$ cat config.mk
export PLATFORM = sky130hd
export DESIGN_NAME = fid_regs
export DESIGN_NICKNAME = d
export VERILOG_FILES = /design/src/rtl/fid_pkg.sv /design/src/rtl/fid_bus_port.sv /design/src/rtl/fid_regs.sv /design/src/rtl/fid_stall_track.sv
export SDC_FILE = /design/constraint.sdc
export NUM_CORES = 1
export LEC_CHECK = 0
export BUFFER_PORTS_ARGS = -buffer_cell sky130_fd_sc_hd__buf_2
export CORE_MARGIN = 1
export CORE_UTILIZATION = 45
export DETAILED_ROUTE_END_ITERATION = 12
export PLACE_DENSITY = 0.77
export REMOVE_ABC_BUFFERS = 1
export SLEW_MARGIN = 20
export SYNTH_ARGS = -nofsm -noshare
export SYNTH_HDL_FRONTEND = slang
export SYNTH_SLANG_ARGS = --single-unit
$ cat constraint.sdc
create_clock -name clk_sys -period 3.93 [get_ports clk_sys]
set_input_delay 0.5895 -clock clk_sys [delete_from_list [all_inputs] [get_ports clk_sys]]
set_output_delay 0.5895 -clock clk_sys [all_outputs]
set_load 0.01 [all_outputs]
$ cat src/rtl/fid_pkg.sv
package fid_pkg;

    // ----------------------------------------------------------------
    // register map (byte addresses)
    // ----------------------------------------------------------------
    localparam logic [7:0] OFS_FEATURE_ID_WORD_3 = 8'h0C;
    localparam logic [7:0] OFS_FEATURE_ID_WORD_4 = 8'h10;
    localparam logic [7:0] OFS_FEATURE_ID_WORD_5 = 8'h14;
    localparam logic [7:0] OFS_STREAM_CFG        = 8'h20;
    localparam logic [7:0] OFS_STALL_STATUS      = 8'h24;

    // ----------------------------------------------------------------
    // word 3 field positions
    // ----------------------------------------------------------------
    localparam int POS_WALK_NC      = 14;
    localparam int POS_USER_FAULT   = 13;
    localparam int POS_BRK_LO       = 11;
    localparam int POS_RANGE_INV    = 10;
    localparam int POS_SMALL_TABLE  = 9;
    localparam int POS_S2_ATTR      = 8;
    localparam int POS_PARTITION    = 7;
    localparam int POS_PASID_OVF    = 5;
    localparam int POS_SPLIT_XN     = 4;
    localparam int POS_PAGE_HW_ATTR = 3;
    localparam int POS_HIER_DIS     = 2;

    // ----------------------------------------------------------------
    // word 5 field positions
    // ----------------------------------------------------------------
    localparam int POS_STALL_MAX_LO = 16;
    localparam int POS_IAX_LO       = 10;
    localparam int POS_WIDE_DESC    = 8;
    localparam int POS_SMALL_52     = 7;
    localparam int POS_GRAN_64K     = 6;
    localparam int POS_GRAN_16K     = 5;
    localparam int POS_GRAN_4K      = 4;

    // ----------------------------------------------------------------
    // encodings
    // ----------------------------------------------------------------
    localparam logic [1:0] IAX_48          = 2'h0;
    localparam logic [1:0] IAX_52          = 2'h1;
    localparam logic [1:0] IAX_56          = 2'h2;
    localparam logic [1:0] BRK_LEVEL_0     = 2'h0;
    localparam logic [1:0] BRK_LEVEL_1     = 2'h1;
    localparam logic [1:0] BRK_LEVEL_2     = 2'h2;
    localparam logic [1:0] FIELD_A_NOSTALL = 2'h1;
    localparam logic [2:0] REV_0           = 3'h0;
    localparam logic [2:0] REV_2           = 3'h2;
    localparam logic [2:0] REV_3           = 3'h3;
    localparam logic [1:0] RESP_OKAY       = 2'h0;
    localparam logic [1:0] RESP_DECERR     = 2'h3;
    localparam logic [31:0] WORD_ZERO      = 32'h0000_0000;

    // ----------------------------------------------------------------
    // software stream configuration, reset value zero
    // ----------------------------------------------------------------
    typedef struct packed {
        logic [7:0] part_id;
        logic       hier_disable_bit_hi;
        logic       hier_disable_bit_lo;
        logic       forced_write_back_bit;
        logic       pasid_on_response_bit;
        logic       stage2_walk_protect_bit;
    } fid_cfg_t;
    localparam int       CFG_W     = 13;
    localparam fid_cfg_t CFG_RESET = '0;

    // effective behaviour handed to the translation datapath
    typedef struct packed {
        logic [7:0] part_id;
        logic       had_hi_on;
        logic       had_lo_on;
        logic       s2wb_on;
        logic       pasid_ovf;
        logic       walk_normal_nc;
        logic       user_exec_ok;
        logic       kernel_exec_ok;
    } fid_eff_t;
    localparam fid_eff_t EFF_RESET = '0;

    // one bus request as seen by the register decode
    typedef struct packed {
        logic [7:0]  addr;
        logic [3:0]  byteenable;
        logic [31:0] wdata;
    } fid_req_t;

endpackage

$ cat src/rtl/fid_bus_port.sv
`timescale 1ns/10ps
module fid_bus_port
    import fid_pkg::*;
(
    // clock and reset
    input  wire logic        clk_sys,
    input  wire logic        rst,
    // avalon-mm slave side
    input  wire logic        avs_read,
    input  wire logic        avs_write,
    output logic             avs_waitrequest,
    output logic [31:0]      avs_readdata,
    output logic [1:0]       avs_response,
    // register decode side
    input  wire logic [31:0] rd_data,
    input  wire logic        rd_hit,
    input  wire logic        wr_hit,
    output logic             wr_commit
);

    logic        ack_reg;
    logic [31:0] rdata_reg;
    logic [1:0]  resp_reg;
    logic        req;
    logic        hit;

    // ----------------------------------------------------------------
    // one wait cycle, then accept
    // ----------------------------------------------------------------
    assign req             = avs_read | avs_write;
    assign hit             = avs_read ? rd_hit : wr_hit;
    assign avs_waitrequest = req & ~ack_reg;
    // write lands on the edge where waitrequest is seen low
    assign wr_commit       = avs_write & ack_reg;
    assign avs_readdata    = rdata_reg;
    assign avs_response    = resp_reg;

    // ack toggles so back-to-back requests each get a wait cycle
    always_ff @(posedge clk_sys) begin
        if (rst) begin
            ack_reg   <= 1'b0;
            rdata_reg <= WORD_ZERO;
            resp_reg  <= RESP_OKAY;
        end else begin
            ack_reg <= req & ~ack_reg;
            if (req & ~ack_reg) begin
                rdata_reg <= avs_read ? rd_data : WORD_ZERO;
                resp_reg  <= hit ? RESP_OKAY : RESP_DECERR;
            end
        end
    end

endmodule

$ cat src/rtl/fid_regs.sv
// What this block does
// walk flag set and no walk protect: device-type stage-1 walks become normal non-cacheable
// bit 13 reports the user fault-on-access mechanism
// bits 12:11 give break-before-make level; later revisions report level 1 or 2
// bit 10 reports range invalidation with level hints
// bit 9 reports small tables; forced on with secure stage 2
// bit 8 reports stage-2 attribute control; else forced write-back bit reads zero
// bit 7 reports partitioning; when clear its fields read zero
// bit 5 forces PASID on overflow responses; else the entry bit decides
// bit 4 splits execute-never into user and kernel permissions
// bit 3 reports page hardware attributes and then forces hierarchical disable
// bit 2 makes hierarchical disable bits effective; zero without stage 1
// identification words at 0x0C, 0x10, 0x14 are read only
// fourth word carries a free implementation value
// bits 31:16 limit outstanding stall records; zero when stalling disabled
// bits 11:10 encode input address size 48, 52 or 56 bits
// extended input addresses need a fitting granule; 56 bits needs wide descriptors
// wide descriptors force 56-bit inputs and drop 32-bit long tables
// bit 7 means 52-bit small granules; zero without 4KB or 16KB
// bits 6, 5, 4 report 64KB, 16KB, 4KB granules
// writes to identification words ignored; reserved bits read zero
//
// Chosen here: the Avalon-MM interface to the registers.
`timescale 1ns/10ps
module fid_regs
    import fid_pkg::*;
#(
    parameter logic [2:0]  ARCH_REV    = 3'h4,
    parameter bit          STAGE1      = 1'b1,
    parameter bit          STAGE2      = 1'b1,
    parameter bit          PAGE_REQ    = 1'b1,
    parameter bit          SUBSTREAMS  = 1'b1,
    parameter bit          SECURE_S2   = 1'b0,
    parameter bit          HAS_WALK_NC = 1'b1,
    parameter bit          HAS_E0      = 1'b1,
    parameter logic [1:0]  BRK_LEVEL   = 2'h1,
    parameter bit          RANGE_INV   = 1'b1,
    parameter bit          SMALL_TBL   = 1'b0,
    parameter bit          S2_ATTR     = 1'b1,
    parameter bit          HAS_PART    = 1'b0,
    parameter bit          PASID_OVF   = 1'b0,
    parameter bit          SPLIT_XN    = 1'b1,
    parameter bit          PAGE_ATTR   = 1'b0,
    parameter bit          HAS_HAD     = 1'b1,
    // arbitrary value, no meaning beyond this design
    parameter logic [31:0] IMPL_WORD   = 32'h0000_0000,
    parameter logic [15:0] STALL_MAX   = 16'h0010,
    parameter logic [1:0]  FIELD_A     = 2'h0,
    parameter logic [1:0]  IN_ADDR_EXT = 2'h1,
    parameter bit          WIDE_DESC   = 1'b0,
    parameter bit          SMALL_52    = 1'b0,
    parameter bit          G64K        = 1'b1,
    parameter bit          G16K        = 1'b0,
    parameter bit          G4K         = 1'b1,
    parameter bit          LONG32      = 1'b0
) (
    // clock and reset
    input  wire logic        clk_sys,
    input  wire logic        rst,
    // avalon-mm slave
    input  wire logic [7:0]  avs_address,
    input  wire logic        avs_read,
    input  wire logic        avs_write,
    input  wire logic [31:0] avs_writedata,
    input  wire logic [3:0]  avs_byteenable,
    output logic             avs_waitrequest,
    output logic [31:0]      avs_readdata,
    output logic [1:0]       avs_response,
    // translation datapath inputs
    input  wire logic        walk_device_in,
    input  wire logic [1:0]  execute_never_field,
    // stall record events
    input  wire logic        stall_rec_req,
    input  wire logic        stall_rec_done,
    output logic             stall_rec_accept,
    // effective behaviour
    output fid_eff_t         eff_out,
    output logic             split_xn_active
);

    // ----------------------------------------------------------------
    // declarations
    // ----------------------------------------------------------------
    fid_req_t    req;
    fid_cfg_t    cfg_reg;
    fid_cfg_t    cfg_next;
    fid_cfg_t    cfg_wr;
    fid_eff_t    eff_reg;
    fid_eff_t    eff_next;
    logic [31:0] word3;
    logic [31:0] word4;
    logic [31:0] word5;
    logic [31:0] cfg_word;
    logic [31:0] stat_word;
    logic [31:0] rd_data;
    logic [31:0] be_mask;
    logic [31:0] cfg_merged;
    logic        rd_hit;
    logic        wr_hit;
    logic        wr_commit;
    logic        sel_w3;
    logic        sel_w4;
    logic        sel_w5;
    logic        sel_cfg;
    logic        sel_stat;
    logic [15:0] stall_count;
    logic        walk_nc_flag;
    logic        user_fault_flag;
    logic [1:0]  break_make_level;
    logic        range_invalidate_flag;
    logic        small_table_flag;
    logic        stage2_attr_control_flag;
    logic        partition_flag;
    logic        pasid_on_overflow_response_flag;
    logic        split_execute_never_flag;
    logic        page_hw_attr_flag;
    logic        hier_disable_flag;
    logic [15:0] stall_limit;
    logic [1:0]  input_address_extend;
    logic        wide_descriptor_flag;
    logic        small_granule_52bit_flag;
    logic        granule_64k_flag;
    logic        granule_16k_flag;
    logic        granule_4k_flag;
    logic        small_gran_ok;
    logic        iax_req_ok;
    logic        s52_raw;
    logic        rev_later;

    // ----------------------------------------------------------------
    // word 3 feature derivation
    // ----------------------------------------------------------------
    assign rev_later = (ARCH_REV != REV_0);
    // walk flag
    assign walk_nc_flag = STAGE2 & (HAS_WALK_NC | (ARCH_REV >= REV_3));
    // fault flag
    assign user_fault_flag = HAS_E0 | (ARCH_REV >= REV_3);
    // level clamp: reserved code falls to level 2, later revs at least 1
    assign break_make_level = (BRK_LEVEL > BRK_LEVEL_2) ? BRK_LEVEL_2 :
                              ((ARCH_REV >= REV_2) && (BRK_LEVEL == BRK_LEVEL_0)) ? BRK_LEVEL_1 :
                              BRK_LEVEL;
    // range invalidation
    assign range_invalidate_flag = RANGE_INV | (ARCH_REV >= REV_2);
    // small tables
    assign small_table_flag = SMALL_TBL | SECURE_S2;
    // attribute control
    assign stage2_attr_control_flag = S2_ATTR | (ARCH_REV >= REV_2);
    // partitioning
    assign partition_flag = HAS_PART;
    // overflow pasid
    assign pasid_on_overflow_response_flag = PASID_OVF & PAGE_REQ & SUBSTREAMS;
    // mandatory with stage 2 after first revision
    assign split_execute_never_flag = STAGE2 & rev_later;
    // page attributes need stage 1 so the disable bit can follow
    assign page_hw_attr_flag = PAGE_ATTR & rev_later & STAGE1;
    // hierarchical disable
    assign hier_disable_flag = STAGE1 & (HAS_HAD | rev_later | page_hw_attr_flag);

    // ----------------------------------------------------------------
    // word 5 feature derivation
    // ----------------------------------------------------------------
    // limit gone when stalling is not possible
    assign stall_limit = (FIELD_A == FIELD_A_NOSTALL) ? 16'h0000 : STALL_MAX;
    // R19 4KB forced with 32-bit long tables; R17 those go with wide descriptors
    assign granule_4k_flag  = G4K | (LONG32 & ~WIDE_DESC);
    assign granule_16k_flag = G16K;
    assign granule_64k_flag = G64K;
    // small granule flag needs 4KB or 16KB
    assign s52_raw       = SMALL_52 & (granule_4k_flag | granule_16k_flag) & rev_later;
    // extended inputs need a usable granule
    assign small_gran_ok = granule_64k_flag | s52_raw;
    assign iax_req_ok    = rev_later & small_gran_ok;
    // wide descriptors only when 56 bits is reachable
    assign wide_descriptor_flag = WIDE_DESC & iax_req_ok;
    // encoding, first revision falls back to 48, reserved codes to 52 with small granules else 48
    assign input_address_extend =
        ~iax_req_ok                 ? IAX_48 :
        wide_descriptor_flag        ? IAX_56 :
        (IN_ADDR_EXT == IAX_56)     ? IAX_52 :
        (IN_ADDR_EXT == IAX_52)     ? IAX_52 :
        s52_raw                     ? IAX_52 : IAX_48;
    // dropped unless inputs reach 52 bits
    assign small_granule_52bit_flag = s52_raw & (input_address_extend != IAX_48);

    // ----------------------------------------------------------------
    // word assembly, unnamed bits stay zero
    // ----------------------------------------------------------------
    // reserved bits
    always_comb begin
        word3 = WORD_ZERO;
        word5 = WORD_ZERO;
        word3[POS_WALK_NC]                 = walk_nc_flag;
        word3[POS_USER_FAULT]              = user_fault_flag;
        word3[POS_BRK_LO+1:POS_BRK_LO]     = break_make_level;
        word3[POS_RANGE_INV]               = range_invalidate_flag;
        word3[POS_SMALL_TABLE]             = small_table_flag;
        word3[POS_S2_ATTR]                 = stage2_attr_control_flag;
        word3[POS_PARTITION]               = partition_flag;
        word3[POS_PASID_OVF]               = pasid_on_overflow_response_flag;
        word3[POS_SPLIT_XN]                = split_execute_never_flag;
        word3[POS_PAGE_HW_ATTR]            = page_hw_attr_flag;
        word3[POS_HIER_DIS]                = hier_disable_flag;
        word5[POS_STALL_MAX_LO+15:POS_STALL_MAX_LO] = stall_limit;
        word5[POS_IAX_LO+1:POS_IAX_LO]     = input_address_extend;
        word5[POS_WIDE_DESC]               = wide_descriptor_flag;
        word5[POS_SMALL_52]                = small_granule_52bit_flag;
        word5[POS_GRAN_64K]                = granule_64k_flag;
        word5[POS_GRAN_16K]                = granule_16k_flag;
        word5[POS_GRAN_4K]                 = granule_4k_flag;
    end

    // free value
    assign word4 = IMPL_WORD;

    // ----------------------------------------------------------------
    // address decode
    // ----------------------------------------------------------------
    assign req.addr       = avs_address;
    assign req.byteenable = avs_byteenable;
    assign req.wdata      = avs_writedata;

    assign sel_w3   = (req.addr == OFS_FEATURE_ID_WORD_3);
    assign sel_w4   = (req.addr == OFS_FEATURE_ID_WORD_4);
    assign sel_w5   = (req.addr == OFS_FEATURE_ID_WORD_5);
    assign sel_cfg  = (req.addr == OFS_STREAM_CFG);
    assign sel_stat = (req.addr == OFS_STALL_STATUS);

    assign rd_hit = sel_w3 | sel_w4 | sel_w5 | sel_cfg | sel_stat;
    // identification words accept writes but store nothing
    assign wr_hit = rd_hit;

    assign cfg_word  = {{(32-CFG_W){1'b0}}, cfg_reg};
    assign stat_word = {16'h0000, stall_count};

    // read mux, unmapped reads zero
    assign rd_data = sel_w3   ? word3 :
                     sel_w4   ? word4 :
                     sel_w5   ? word5 :
                     sel_cfg  ? cfg_word :
                     sel_stat ? stat_word : WORD_ZERO;

    // ----------------------------------------------------------------
    // stream configuration write with byte lanes
    // ----------------------------------------------------------------
    assign be_mask    = {{8{req.byteenable[3]}}, {8{req.byteenable[2]}},
                         {8{req.byteenable[1]}}, {8{req.byteenable[0]}}};
    assign cfg_merged = (req.wdata & be_mask) | (cfg_word & ~be_mask);
    assign cfg_wr     = fid_cfg_t'(cfg_merged[CFG_W-1:0]);

    // unsupported fields are masked so they read back zero
    always_comb begin
        cfg_next = cfg_reg;
        if (wr_commit && sel_cfg) begin
            cfg_next = cfg_wr;
        end
        // write-back bit tied off
        if (!stage2_attr_control_flag) begin
            cfg_next.forced_write_back_bit = 1'b0;
        end
        // partition id tied off
        if (!partition_flag) begin
            cfg_next.part_id = 8'h00;
        end
        // disable bits have no store without the feature
        if (!hier_disable_flag) begin
            cfg_next.hier_disable_bit_lo = 1'b0;
            cfg_next.hier_disable_bit_hi = 1'b0;
        end
    end

    always_ff @(posedge clk_sys) begin
        if (rst) begin
            cfg_reg <= CFG_RESET;
        end else begin
            cfg_reg <= cfg_next;
        end
    end

    // ----------------------------------------------------------------
    // effective behaviour, registered so eff_out comes from flops
    // ----------------------------------------------------------------
    always_comb begin
        eff_next = EFF_RESET;
        // device walks downgraded
        eff_next.walk_normal_nc = walk_device_in & walk_nc_flag &
                                  ~cfg_reg.stage2_walk_protect_bit;
        // flag overrides the entry bit
        eff_next.pasid_ovf = pasid_on_overflow_response_flag |
                             cfg_reg.pasid_on_response_bit;
        // write-back only with support
        eff_next.s2wb_on   = stage2_attr_control_flag & cfg_reg.forced_write_back_bit;
        // disables only with support
        eff_next.had_lo_on = hier_disable_flag & cfg_reg.hier_disable_bit_lo;
        eff_next.had_hi_on = hier_disable_flag & cfg_reg.hier_disable_bit_hi;
        eff_next.part_id   = cfg_reg.part_id;
        // two-bit form: 00 all, 01 user only, 10 none, 11 kernel only
        if (split_execute_never_flag) begin
            eff_next.user_exec_ok   = ~execute_never_field[1];
            eff_next.kernel_exec_ok = (execute_never_field == 2'h0) |
                                      (execute_never_field == 2'h3);
            if (execute_never_field == 2'h1) begin
                eff_next.user_exec_ok = 1'b1;
            end
            if (execute_never_field == 2'h3) begin
                eff_next.user_exec_ok = 1'b0;
            end
        end else begin
            // single bit form, low bit ignored
            eff_next.user_exec_ok   = ~execute_never_field[1];
            eff_next.kernel_exec_ok = ~execute_never_field[1];
        end
    end

    always_ff @(posedge clk_sys) begin
        if (rst) begin
            eff_reg <= EFF_RESET;
        end else begin
            eff_reg <= eff_next;
        end
    end

    assign eff_out         = eff_reg;
    assign split_xn_active = split_execute_never_flag;

    // ----------------------------------------------------------------
    // bus front end and stall tracking
    // ----------------------------------------------------------------
    fid_bus_port u_bus (
        .clk_sys         (clk_sys),
        .rst             (rst),
        .avs_read        (avs_read),
        .avs_write       (avs_write),
        .avs_waitrequest (avs_waitrequest),
        .avs_readdata    (avs_readdata),
        .avs_response    (avs_response),
        .rd_data         (rd_data),
        .rd_hit          (rd_hit),
        .wr_hit          (wr_hit),
        .wr_commit       (wr_commit)
    );

    // records held under the limit
    fid_stall_track #(
        .CW (16)
    ) u_stall (
        .clk_sys    (clk_sys),
        .rst        (rst),
        .limit      (stall_limit),
        .rec_req    (stall_rec_req),
        .rec_done   (stall_rec_done),
        .rec_accept (stall_rec_accept),
        .count      (stall_count)
    );

endmodule

$ cat src/rtl/fid_stall_track.sv
`timescale 1ns/10ps
module fid_stall_track #(
    parameter int CW = 16
) (
    // clock and reset
    input  wire logic          clk_sys,
    input  wire logic          rst,
    // limit and events
    input  wire logic [CW-1:0] limit,
    input  wire logic          rec_req,
    input  wire logic          rec_done,
    output logic               rec_accept,
    output logic [CW-1:0]      count
);

    logic [CW-1:0] count_reg;
    logic [CW-1:0] count_next;
    logic          dec;

    // ----------------------------------------------------------------
    // outstanding record count
    // ----------------------------------------------------------------
    // a new record is refused once the limit is reached
    assign rec_accept = rec_req & (count_reg < limit);
    // a resolve with nothing outstanding is dropped, never wraps
    assign dec        = rec_done & (count_reg != '0);
    assign count      = count_reg;

    // accept and resolve in one cycle cancel
    always_comb begin
        count_next = count_reg;
        if (rec_accept & ~dec) begin
            count_next = count_reg + CW'(1);
        end else if (dec & ~rec_accept) begin
            count_next = count_reg - CW'(1);
        end
    end

    always_ff @(posedge clk_sys) begin
        if (rst) begin
            count_reg <= '0;
        end else begin
            count_reg <= count_next;
        end
    end

endmodule

==> results of run 1 <==
==> layout make-up <==
| class | count | area [sq um] |
|---|---|---|
| clock buffers | 6 | 82.58 |
| clock inverters | 2 | 35.03 |
| fillers | 567 | 2858 |
| inverters | 10 | 37.54 |
| multi-input cells | 257 | 1600 |
| flip-flops and latches | 47 | 940.9 |
| well taps | 75 | 93.84 |
| repair buffers | 53 | 272.8 |
==> power by group <==
| group | switching, W | internal, W | total, W | leakage [nW] |
|---|---|---|---|---|
| Clock | 0.000159 | 0.000206 | 0.000365 | 0.0612 |
| Sequential | 0.0000728 | 0.000537 | 0.000610 | 0.383 |
| Combinational | 0.000545 | 0.000451 | 0.000996 | 0.926 |
==> metal layers <==
layer | global-route usage, % | wire, microns | up-vias
li1 | - | - | 1206
met1 | 22.44 | 2715 | 1117
met2 | 30.94 | 2617 | 80
met3 | 2.614 | 323 | 7
met4 | 4.286 | 53 | 0
met5 | 0 | 0 | -
==> placed cells by master (no fill, tap or decap), types with 2 or more instances in the layout <==
| cell | n |
|---|---|
| a211oi_1 | 3 |
| a21boi_0 | 2 |
| a21o_1 | 3 |
| a21oi_1 | 30 |
| a222oi_1 | 3 |
| a22oi_1 | 5 |
| and2_1 | 3 |
| and3_1 | 2 |
| buf_2 | 50 |
| buf_4 | 3 |
| clkbuf_8 | 6 |
| conb_1 | 24 |
| dfxtp_1 | 47 |
| ha_1 | 18 |
| inv_1 | 10 |
| mux2i_1 | 7 |
| nand2_1 | 22 |
| nand2b_1 | 3 |
| nand3_1 | 8 |
| nand3b_1 | 3 |
| nor2_1 | 42 |
| nor2b_1 | 8 |
| nor3_1 | 2 |
| nor3b_1 | 3 |
| nor4_1 | 4 |
| o211ai_1 | 3 |
| o21a_1 | 4 |
| o21ai_0 | 13 |
| o22ai_1 | 6 |
| or2_2 | 3 |
| or4_1 | 2 |
| xnor2_1 | 6 |
| xor2_1 | 5 |
==> cell families (layout without fill, tap and decap cells) <==
family | after synthesis | after routing | synth area share (%)
AND/OR/NAND/NOR | 112 | 112 | 20.36
AO/OA/AOI/OAI | 83 | 83 | 19.14
buffers and inverters | 51 | 71 | 10.68
flip-flops | 47 | 47 | 34.18
adder cells (fa/ha/maj) | 19 | 19 | 8.909
XOR/XNOR | 11 | 11 | 3.500
multiplexers | 8 | 8 | 2.955
other | 2 | 24 | 0.2728
==> metrics by stage <==
stage / std cells / util [%]
after floorplan: 314 / -
after global placement: 442 / 49.75
after detailed placement: 442 / 49.75
after CTS: 450 / 51.73
after global routing: 450 / 51.73
final: 450 / 51.73
==> final timing paths <==
kind / from / to / slack (ps) / cells past startpoint
max: u_stall.count[0] / u_stall.count[14] / 390 / 11
min: u_bus.avs_readdata[4] / u_bus.avs_readdata[4] / 460 / 2
max reg2reg: u_stall.count[0] / u_stall.count[14] / 390 / 11
min reg2reg: u_bus.avs_readdata[4] / u_bus.avs_readdata[4] / 460 / 2
==> critical path, cell delays in order, from the launching register on <==
cell	delay [ps]
dfxtp_1	370
or4_1	530
o21ai_0	170
ha_1	300
inv_1	240
ha_1	410
a21o_1	230
a221o_1	340
or2_2	290
o21ai_0	230
xor2_1	180
o22ai_1	90
==> results.py, run 1 <==
metrics = {
    "status": {
        "status": "finished clean",
    },
    "cts": {
        "clock_sinks": 47,
        "clk_pin_slew_ps": 90,
        "cts_setup_buffers": 0,
        "cts_max_path_buffers": 2,
        "cts_hold_buffers": 0,
        "cts-root-buf": "clkbuf_8",
        "worstSkewPairLatency_ps": 290,
        "cts_buffers": 5,
        "cts_resized": 0,
        "h-tree-depth": 2,
        "cts_tree": "yes",
    },
    "sta": {
        "rsz0062_at_grt": "no",
        "finalMaxSlewViolations": 0,
        "hold_viol": 0,
        "fmaxAchievable_mhz": 282.4,
        "finalSetupViolCount": 0,
        "final.setup.worst_slack_ps": 388.8,
        "hold_ws_ps": 456.2,
        "skew_ps": 3.003,
        "fin_crit_sh_pct": 90.11,
        "worst_slew_margin_rel_pct": 40.93,
        "fin_crit_ps": 3541,
        "tns_ps": 0,
        "tightest_slew_ps": 886.1,
    },
    "synthesis": {
        "yosysWarningCount": 0,
        "synth_top_area_share_pct": 34.18,
        "yosysTopAreaCell": "dfxtp_1",
        "synth_common_cells": "47 x dfxtp_1, 42 x nor2_1, 30 x a21oi_1",
        "synth-main-ff-cell": "dfxtp_1",
        "avgSynthCellArea_sq_um": 8.266,
        "synth_area_leaders": "dfxtp_1 34%, ha_1 8.2%, buf_4 7.4%, nor2_1 5.7%, a21oi_1 5.5%",
        "synth-seq-cells": 47,
        "yosysSeqAreaShare_pct": 34.18,
        "syn_area_sq_um": 2753,
        "netlist_instances": 333,
        "synth_cell_type_count": 54,
        "synth.most_common_cell": "dfxtp_1",
        "async_flop_share_pct": 0,
        "synth-edff-count": 0,
    },
    "hold_path": {
        "hold_class": "flop to flop",
    },
    "layout": {
        "area_delta_synth_final_pct": 11.27,
        "finalInstanceArea_sq_um": 3063,
        "num_antenna_cells": 0,
        "final_nets": 446,
        "final_layout_size_suffix_gt1_share_pct": 18.13,
    },
    "power": {
        "p_per_area_nw_per_um2": 643.2,
        "p_total_w": 0.001970,
        "ir_drop_v": 0.0003227,
        "p_leak_nw": 1.370,
    },
    "setup_path": {
        "end_kind": "flop",
        "cp.arrival_ps": 3690,
        "critPathLaunchType": "flop",
        "crit_fanout": 10,
        "required_ps": 4080,
        "critPathKind": "flop to flop",
    },
    "global_route": {
        "grt_usage_pct": 17.61,
        "first_global_vias": 2002,
        "grt_antenna_before_repair": 0,
        "grt_max_degree": 55,
        "grt_pass1_wl_microns": 9011,
        "overflow": 0,
    },
    "run": {
        "maxCapViolCount": 0,
    },
    "route": {
        "drt-initial-drc-count": 90,
        "finalWirelength_microns": 5709,
        "first_pass_iters": 6,
        "drc": 0,
        "ant_nets": 0,
        "vias_per_cell": 5.356,
        "wl_per_cell_microns": 12.69,
        "dr_total_vias": 2410,
    },
    "die": {
        "start_util_pct": 46.49,
        "core-area_sq_um": 5921,
        "io_pins": 105,
        "rows": 28,
        "die_area_sq_um": 6434,
        "die_w_microns": 80.21,
        "fp.dieH_microns": 80.21,
    },
    "place": {
        "gp_congestion": 0.8683,
        "dp_hpwl_microns": 4241,
        "pre_cts_ws_ps": 420.0,
        "dpl-instance-area_sq_um": 2945,
        "port_buffers": 50,
    },
}
No activity file was read; power rests on OpenSTA's default activity.
==> run 2: changes to the inputs <==
--- a/config.mk
+++ b/config.mk
@@ -9,7 +9,7 @@
 export CORE_MARGIN = 1
 export CORE_UTILIZATION = 45
 export DETAILED_ROUTE_END_ITERATION = 12
-export PLACE_DENSITY = 0.77
+export PLACE_DENSITY = 0.8
 export REMOVE_ABC_BUFFERS = 1
 export SLEW_MARGIN = 20
 export SYNTH_ARGS = -nofsm -noshare
==> constraint.sdc (replaced) <==
create_clock -name clk_sys -period 3.2 [get_ports clk_sys]
set_input_delay 0.48 -clock clk_sys [delete_from_list [all_inputs] [get_ports clk_sys]]
set_output_delay 0.48 -clock clk_sys [all_outputs]
set_load 0.01 [all_outputs]
==> run 2 against run 1 <==
Via count is 7.0% higher. Sequential share of layout area is 2.4 points lower. Combinational power is 61% higher. Worst hold slack worse by 66 ps. Worst setup slack worse by 240 ps. Die area stayed put. Largest cell class unchanged. Critical path type unchanged.
==> results.py, run 2 (synthesis gave the netlist of run 1 again) <==
metrics = {
    "power": {
        "power.switching_w": 0.001042,
        "power_frac_comb_pct": 60.5,
        "p_total_w": 0.002636,
        "seqPwrFrac_pct": 26.4,
        "internal-power_w": 0.001594,
        "ir_drop_v": 0.0003717,
        "p_sw_share_pct": 39.53,
        "clock_power_share_pct": 13.0,
        "p_leak_nw": 1.528,
        "p_per_area_nw_per_um2": 792.7,
    },
    "cts": {
        "cts_buffers": 5,
        "h-tree-depth": 2,
        "clk_pin_slew_ps": 80,
        "cts_max_path_buffers": 2,
        "cts_tree": "yes",
        "cts_setup_buffers": 0,
        "cts-root-buf": "clkbuf_8",
        "worstSkewPairLatency_ps": 300,
        "clock_sinks": 47,
    },
    "global_route": {
        "grt_usage_pct": 21.21,
        "grtUsageMet2_pct": 37.44,
        "grt_antenna_before_repair": 0,
        "use_met3_pct": 3.636,
        "grt_max_degree": 33,
        "first_global_vias": 2397,
        "grt_pass1_wl_microns": 10580,
        "grt_use_met1_pct": 25.00,
        "overflow": 0,
        "busiest_layer": "met2",
    },
    "sta": {
        "fin_crit_sh_pct": 95.42,
        "fmaxAchievable_mhz": 327.5,
        "hold_viol": 0,
        "fin_crit_ps": 3053,
        "finalSetupViolCount": 0,
        "finalMaxSlewViolations": 0,
        "worst_slew_margin_rel_pct": 63.91,
        "tightest_slew_ps": 541.3,
        "skew_ps": 4.020,
        "tns_ps": 0,
    },
    "setup_path": {
        "critPathKind": "flop to flop",
        "path_cells": "nor4_1 -> nand3_1 -> o21ai_1 -> ha_1 -> inv_4 -> buf_4 -> ha_1 -> o21a_1 -> o31a_1 -> o311a_1 -> o211ai_1 -> mux2i_1 -> nand2_1",
        "required_ps": 3400,
        "cpPeakStageDelay_ps": 350,
        "cp_slowest_cell": "o311a_1",
        "cp.arrival_ps": 3250,
        "critPathLaunchType": "flop",
        "cpMostUsedCell": "ha_1",
        "end_kind": "flop",
        "crit_fanout": 10,
    },
    "route": {
        "drc": 0,
        "vias_per_cell": 5.329,
        "drt-initial-drc-count": 176,
        "wl_per_cell_microns": 13.24,
        "dr_total_vias": 2579,
        "first_pass_iters": 7,
        "finalWirelength_microns": 6410,
        "ant_nets": 0,
    },
    "layout": {
        "layout_common_cells": "50 x buf_2, 47 x dfxtp_1, 41 x nor2_1, 37 x buf_4, 29 x a21oi_1",
        "fillers": 513,
        "area_delta_synth_final_pct": 20.82,
        "final_nets": 480,
        "num_antenna_cells": 0,
        "fin_util_pct": 56.17,
        "final_common_cell": "buf_2",
        "final_layout_size_suffix_gt1_share_pct": 26.41,
    },
    "run": {
        "maxCapViolCount": 0,
    },
    "die": {
        "start_util_pct": 46.49,
        "die_area_sq_um": 6434,
        "rows": 28,
        "fp.dieH_microns": 80.21,
        "die_w_microns": 80.21,
        "io_pins": 105,
        "core-area_sq_um": 5921,
    },
    "place": {
        "dp_hpwl_microns": 4845,
        "port_buffers": 50,
        "gp_congestion": 0.8775,
    },
    "status": {
        "status": "finished clean",
    },
    "hold_path": {
        "hold_class": "input port to flop",
    },
}
run 2: cell types whose count changed in the layout (fill, tap and decap cells not counted), moves of 2 or more:
cell      before  now
buf_4          3   37
o21ai_1        0    3
clkbuf_1       0    2
o21ai_0       13   10
run 2: what timing repair did:
action / in CTS / in global routing
setup endpoints to repair: 4 / 5
gates resized for setup: 5 / 8
pin swaps: 0 / 3
hold buffers: 0 / 0
run 2: critical path: cells and delay by family (launching register included):
family | cells | cell delay, ps
AO/OA/AOI/OAI | 5 | 1060
buffers and inverters | 2 | 250
multiplexers | 1 | 220
adder cells (fa/ha/maj) | 2 | 540
AND/OR/NAND/NOR | 3 | 560
flip-flops | 1 | 320
run 2: cell type report:
| type | count | area (sq um) | share of cell area [%] |
|---|---|---|---|
| multi-input cells | 257 | 1642 | 49.36 |
| flip-flops and latches | 47 | 940.9 | 28.29 |
| clock buffers | 7 | 76.32 | 2.295 |
| repair buffers | 87 | 528.0 | 15.88 |
| clock inverters | 1 | 5.005 | 0.1505 |
| inverters | 10 | 40.04 | 1.204 |
| well taps | 75 | 93.84 | 2.822 |
run 2: power by group through the flow:
stage	Sequential, W	Clock [W]	Combinational, W
floorplan	0.000732	0	0.000984
global placement	0.000704	0	0.00147
detailed placement	0.000708	0	0.00152
CTS	0.000697	0.000353	0.00156
global route	0.000703	0.000379	0.00179
finish	0.000696	0.000344	0.00160
run 2: final timing paths:
path                                        startpoint                    end  slack, ps  depth (start not counted)
worst min register to register   u_bus.avs_readdata[6]  u_bus.avs_readdata[6]        460                          2
worst max-delay path                  u_stall.count[5]      u_stall.count[12]        150                         13
worst min-delay path            execute_never_field[1]             eff_out[1]        390                          2
worst max register to register        u_stall.count[5]      u_stall.count[12]        150                         13
run 2: per-layer routing:
layer / wire length [microns] / share of wire [%]
met5: 0 / 0
met4: 131 / 2.0
met3: 365 / 5.7
met2: 3142 / 49
met1: 2770 / 43
run 2: per-stage QoR:
stage / instance area, sq um / setup WS [ps] / std cells / hold WS [ps]
3_5_place_dp: 3201 / -70.99 / 476 / 449.7
2_1_floorplan: 2579 / 32.30 / 314 / 416.7
6_report: 3326 / 146.7 / 484 / 390.0
3_3_place_gp: 3201 / 9.943 / 476 / 438.9
5_1_grt: 3326 / -55.72 / 484 / 386.0
4_1_cts: 3299 / 87.66 / 484 / 380.5
==> run 3: changes to the inputs <==
--- a/config.mk
+++ b/config.mk
@@ -6,10 +6,12 @@
 export NUM_CORES = 1
 export LEC_CHECK = 0
 export BUFFER_PORTS_ARGS = -buffer_cell sky130_fd_sc_hd__buf_2
+export CAP_MARGIN = 0
 export CORE_MARGIN = 1
-export CORE_UTILIZATION = 45
+export CORE_UTILIZATION = 40
 export DETAILED_ROUTE_END_ITERATION = 12
-export PLACE_DENSITY = 0.8
+export PLACE_DENSITY = 0.73
+export RECOVER_POWER = 50
 export REMOVE_ABC_BUFFERS = 1
 export SLEW_MARGIN = 20
 export SYNTH_ARGS = -nofsm -noshare
==> run 3 against run 2 <==
The run now ends with DRC left. Critical path depth fell by 2. Register-to-register slack improved by 50 ps. Global-route usage fell by 1.7 points. Maximum frequency rose by 1.7%. Cell area rose by 3.5%. Sequential power rose by 5.0%. Routed wire length rose by 7.4%. Utilization fell by 3.2 points. Worst setup slack improved by 50 ps. Critical path type unchanged. Critical endpoint unchanged.
==> results.py, run 3 (synthesis gave the netlist of run 1 again) <==
metrics = {
    "route": {
        "ant_nets": 0,
        "drt-initial-drc-count": 138,
        "drc": 8,
        "vias_per_cell": 5.353,
        "finalWirelength_microns": 6883,
        "dr_total_vias": 2623,
        "wl_per_cell_microns": 14.05,
        "first_pass_iters": 10,
    },
    "sta": {
        "finalSetupViolCount": 0,
        "worst_slew_margin_rel_pct": 37.40,
        "fin_crit_sh_pct": 93.85,
        "skew_ps": 4.876,
        "hold_ws_ps": 384.5,
        "tightest_slew_ps": 939.0,
        "hold_viol": 0,
        "final.setup.worst_slack_ps": 196.9,
        "finalMaxSlewViolations": 0,
        "fin_crit_ps": 3003,
        "fmaxAchievable_mhz": 333.0,
    },
    "power": {
        "ir_drop_v": 0.0004079,
        "p_sw_share_pct": 39.45,
        "power.switching_w": 0.001148,
        "seqPwrFrac_pct": 25.1,
        "power_frac_comb_pct": 59.7,
        "internal-power_w": 0.001761,
        "clock_power_share_pct": 15.1,
        "p_per_area_nw_per_um2": 844.7,
        "p_leak_nw": 1.465,
    },
    "layout": {
        "area_delta_synth_final_pct": 25.09,
        "final_layout_size_suffix_gt1_share_pct": 23.00,
        "fin_cells": 490,
        "final_nets": 484,
        "layout_common_cells": "45 x dfxtp_1, 41 x nor2_1, 41 x buf_4, 30 x a21oi_1, 27 x clkbuf_1",
        "final_common_cell": "dfxtp_1",
        "finalInstanceArea_sq_um": 3443,
        "num_antenna_cells": 0,
    },
    "setup_path": {
        "cpMostUsedCell": "ha_4",
        "critPathKind": "flop to flop",
        "required_ps": 3400,
        "cpPeakStageDelay_ps": 520,
        "cp.arrival_ps": 3210,
        "end_kind": "flop",
        "critPathLaunchType": "flop",
        "path_cells": "or4_4 -> o21ai_2 -> ha_4 -> inv_6 -> ha_4 -> nor2b_1 -> o31a_1 -> o311a_1 -> o211ai_1 -> mux2i_1 -> nand2_1",
        "cp_slowest_cell": "or4_4",
        "crit_fanout": 8,
    },
    "die": {
        "fp.dieH_microns": 84.96,
        "core-area_sq_um": 6495,
        "io_pins": 105,
        "rows": 29,
        "start_util_pct": 42.38,
        "die_area_sq_um": 7217,
        "die_w_microns": 84.96,
    },
    "cts": {
        "worstSkewPairLatency_ps": 300,
        "cts_max_path_buffers": 2,
        "clk_pin_slew_ps": 90,
        "cts_buffers": 5,
        "h-tree-depth": 2,
        "cts_tree": "yes",
        "cts_setup_buffers": 0,
        "cts-root-buf": "clkbuf_8",
        "clock_sinks": 47,
    },
    "run": {
        "maxCapViolCount": 0,
    },
    "hold_path": {
        "hold_class": "input port to flop",
    },
    "place": {
        "dpl-instance-area_sq_um": 3233,
        "pre_cts_ws_ps": -240.1,
        "placed_cells": 482,
        "port_buffers": 50,
        "gp_congestion": 0.8788,
        "dp_hpwl_microns": 5136,
    },
    "global_route": {
        "grt_usage_pct": 19.49,
        "grt_antenna_before_repair": 0,
        "grt_max_degree": 55,
        "grt_pass1_wl_microns": 11320,
        "first_global_vias": 2509,
        "overflow": 0,
    },
    "status": {
        "status": "complete, but fails checks",
        "violations": "DRC",
    },
}
-- run 3: cell count changes in the layout (fill, tap and decap cells not counted), sizes merged --
cell    previous run  this run
buf               87        64
bufinv             0         1
clkinv             1         2
clkbuf             7        32
-- run 3: worst max-delay path, delay by kind of cell (launching register included) --
| family | cells | cell delay, ps |
|---|---|---|
| AO/OA/AOI/OAI | 4 | 1180 |
| adder cells (fa/ha/maj) | 2 | 390 |
| buffers and inverters | 1 | 60 |
| flip-flops | 1 | 320 |
| multiplexers | 1 | 230 |
| AND/OR/NAND/NOR | 3 | 730 |
-- run 3: path summary, 6_finish.rpt --
path                               start                    end  slack [ps]  cells past startpoint
hold reg to reg    u_bus.avs_readdata[6]  u_bus.avs_readdata[6]         450                      2
setup / recovery        u_stall.count[0]      u_stall.count[12]         200                     11
setup reg to reg        u_stall.count[0]      u_stall.count[12]         200                     11
hold / removal    execute_never_field[1]             eff_out[1]         380                      2
-- run 3: area by class of cell --
class                           count  area (sq um)
Sequential cell                    47         945.9
Multi-Input combinational cell    257          1722
Clock inverter                      3         43.79
Clock buffer                        5         68.82
Fill cell                         601          3052
Timing Repair Buffer               91         524.3
Inverter                           10         42.54
Tap cell                           77         96.34
-- run 3: power groups by stage --
| stage | Combinational, W | Clock (W) | Sequential (W) |
|---|---|---|---|
| final | 0.00174 | 0.000440 | 0.000731 |
| after global placement | 0.00154 | 0 | 0.000711 |
| after floorplan | 0.000984 | 0 | 0.000732 |
| after CTS | 0.00163 | 0.000443 | 0.000707 |
| after detailed placement | 0.00159 | 0 | 0.000712 |
| after global routing | 0.00192 | 0.000475 | 0.000740 |
-- run 3: timing repair --
action	CTS	global route
hold buffers	0	0
endpoints found under the setup margin	10	11
resized for setup	7	19
hold endpoints to repair	0	0
pin swaps	2	9
-- run 3: routing by layer --
layer / vias up / part of all wire (%) / GRT usage (%)
met2: 101 / 47 / 33.21
met3: 14 / 6.0 / 4.767
li1: 1281 / - / -
met1: 1227 / 45 / 24.95
met5: - / 0 / 0
met4: 0 / 1.5 / 4.314
-- run 3: metrics by stage --
stage,power [W],TNS [ps],util (%)
2_1_floorplan,0.001717,0,-
3_3_place_gp,0.002255,-507.3,49.78
3_5_place_dp,0.002304,-1220,49.78
4_1_cts,0.002783,0,51.88
5_1_grt,0.003136,-32.31,53.01
6_report,0.002909,0,53.01
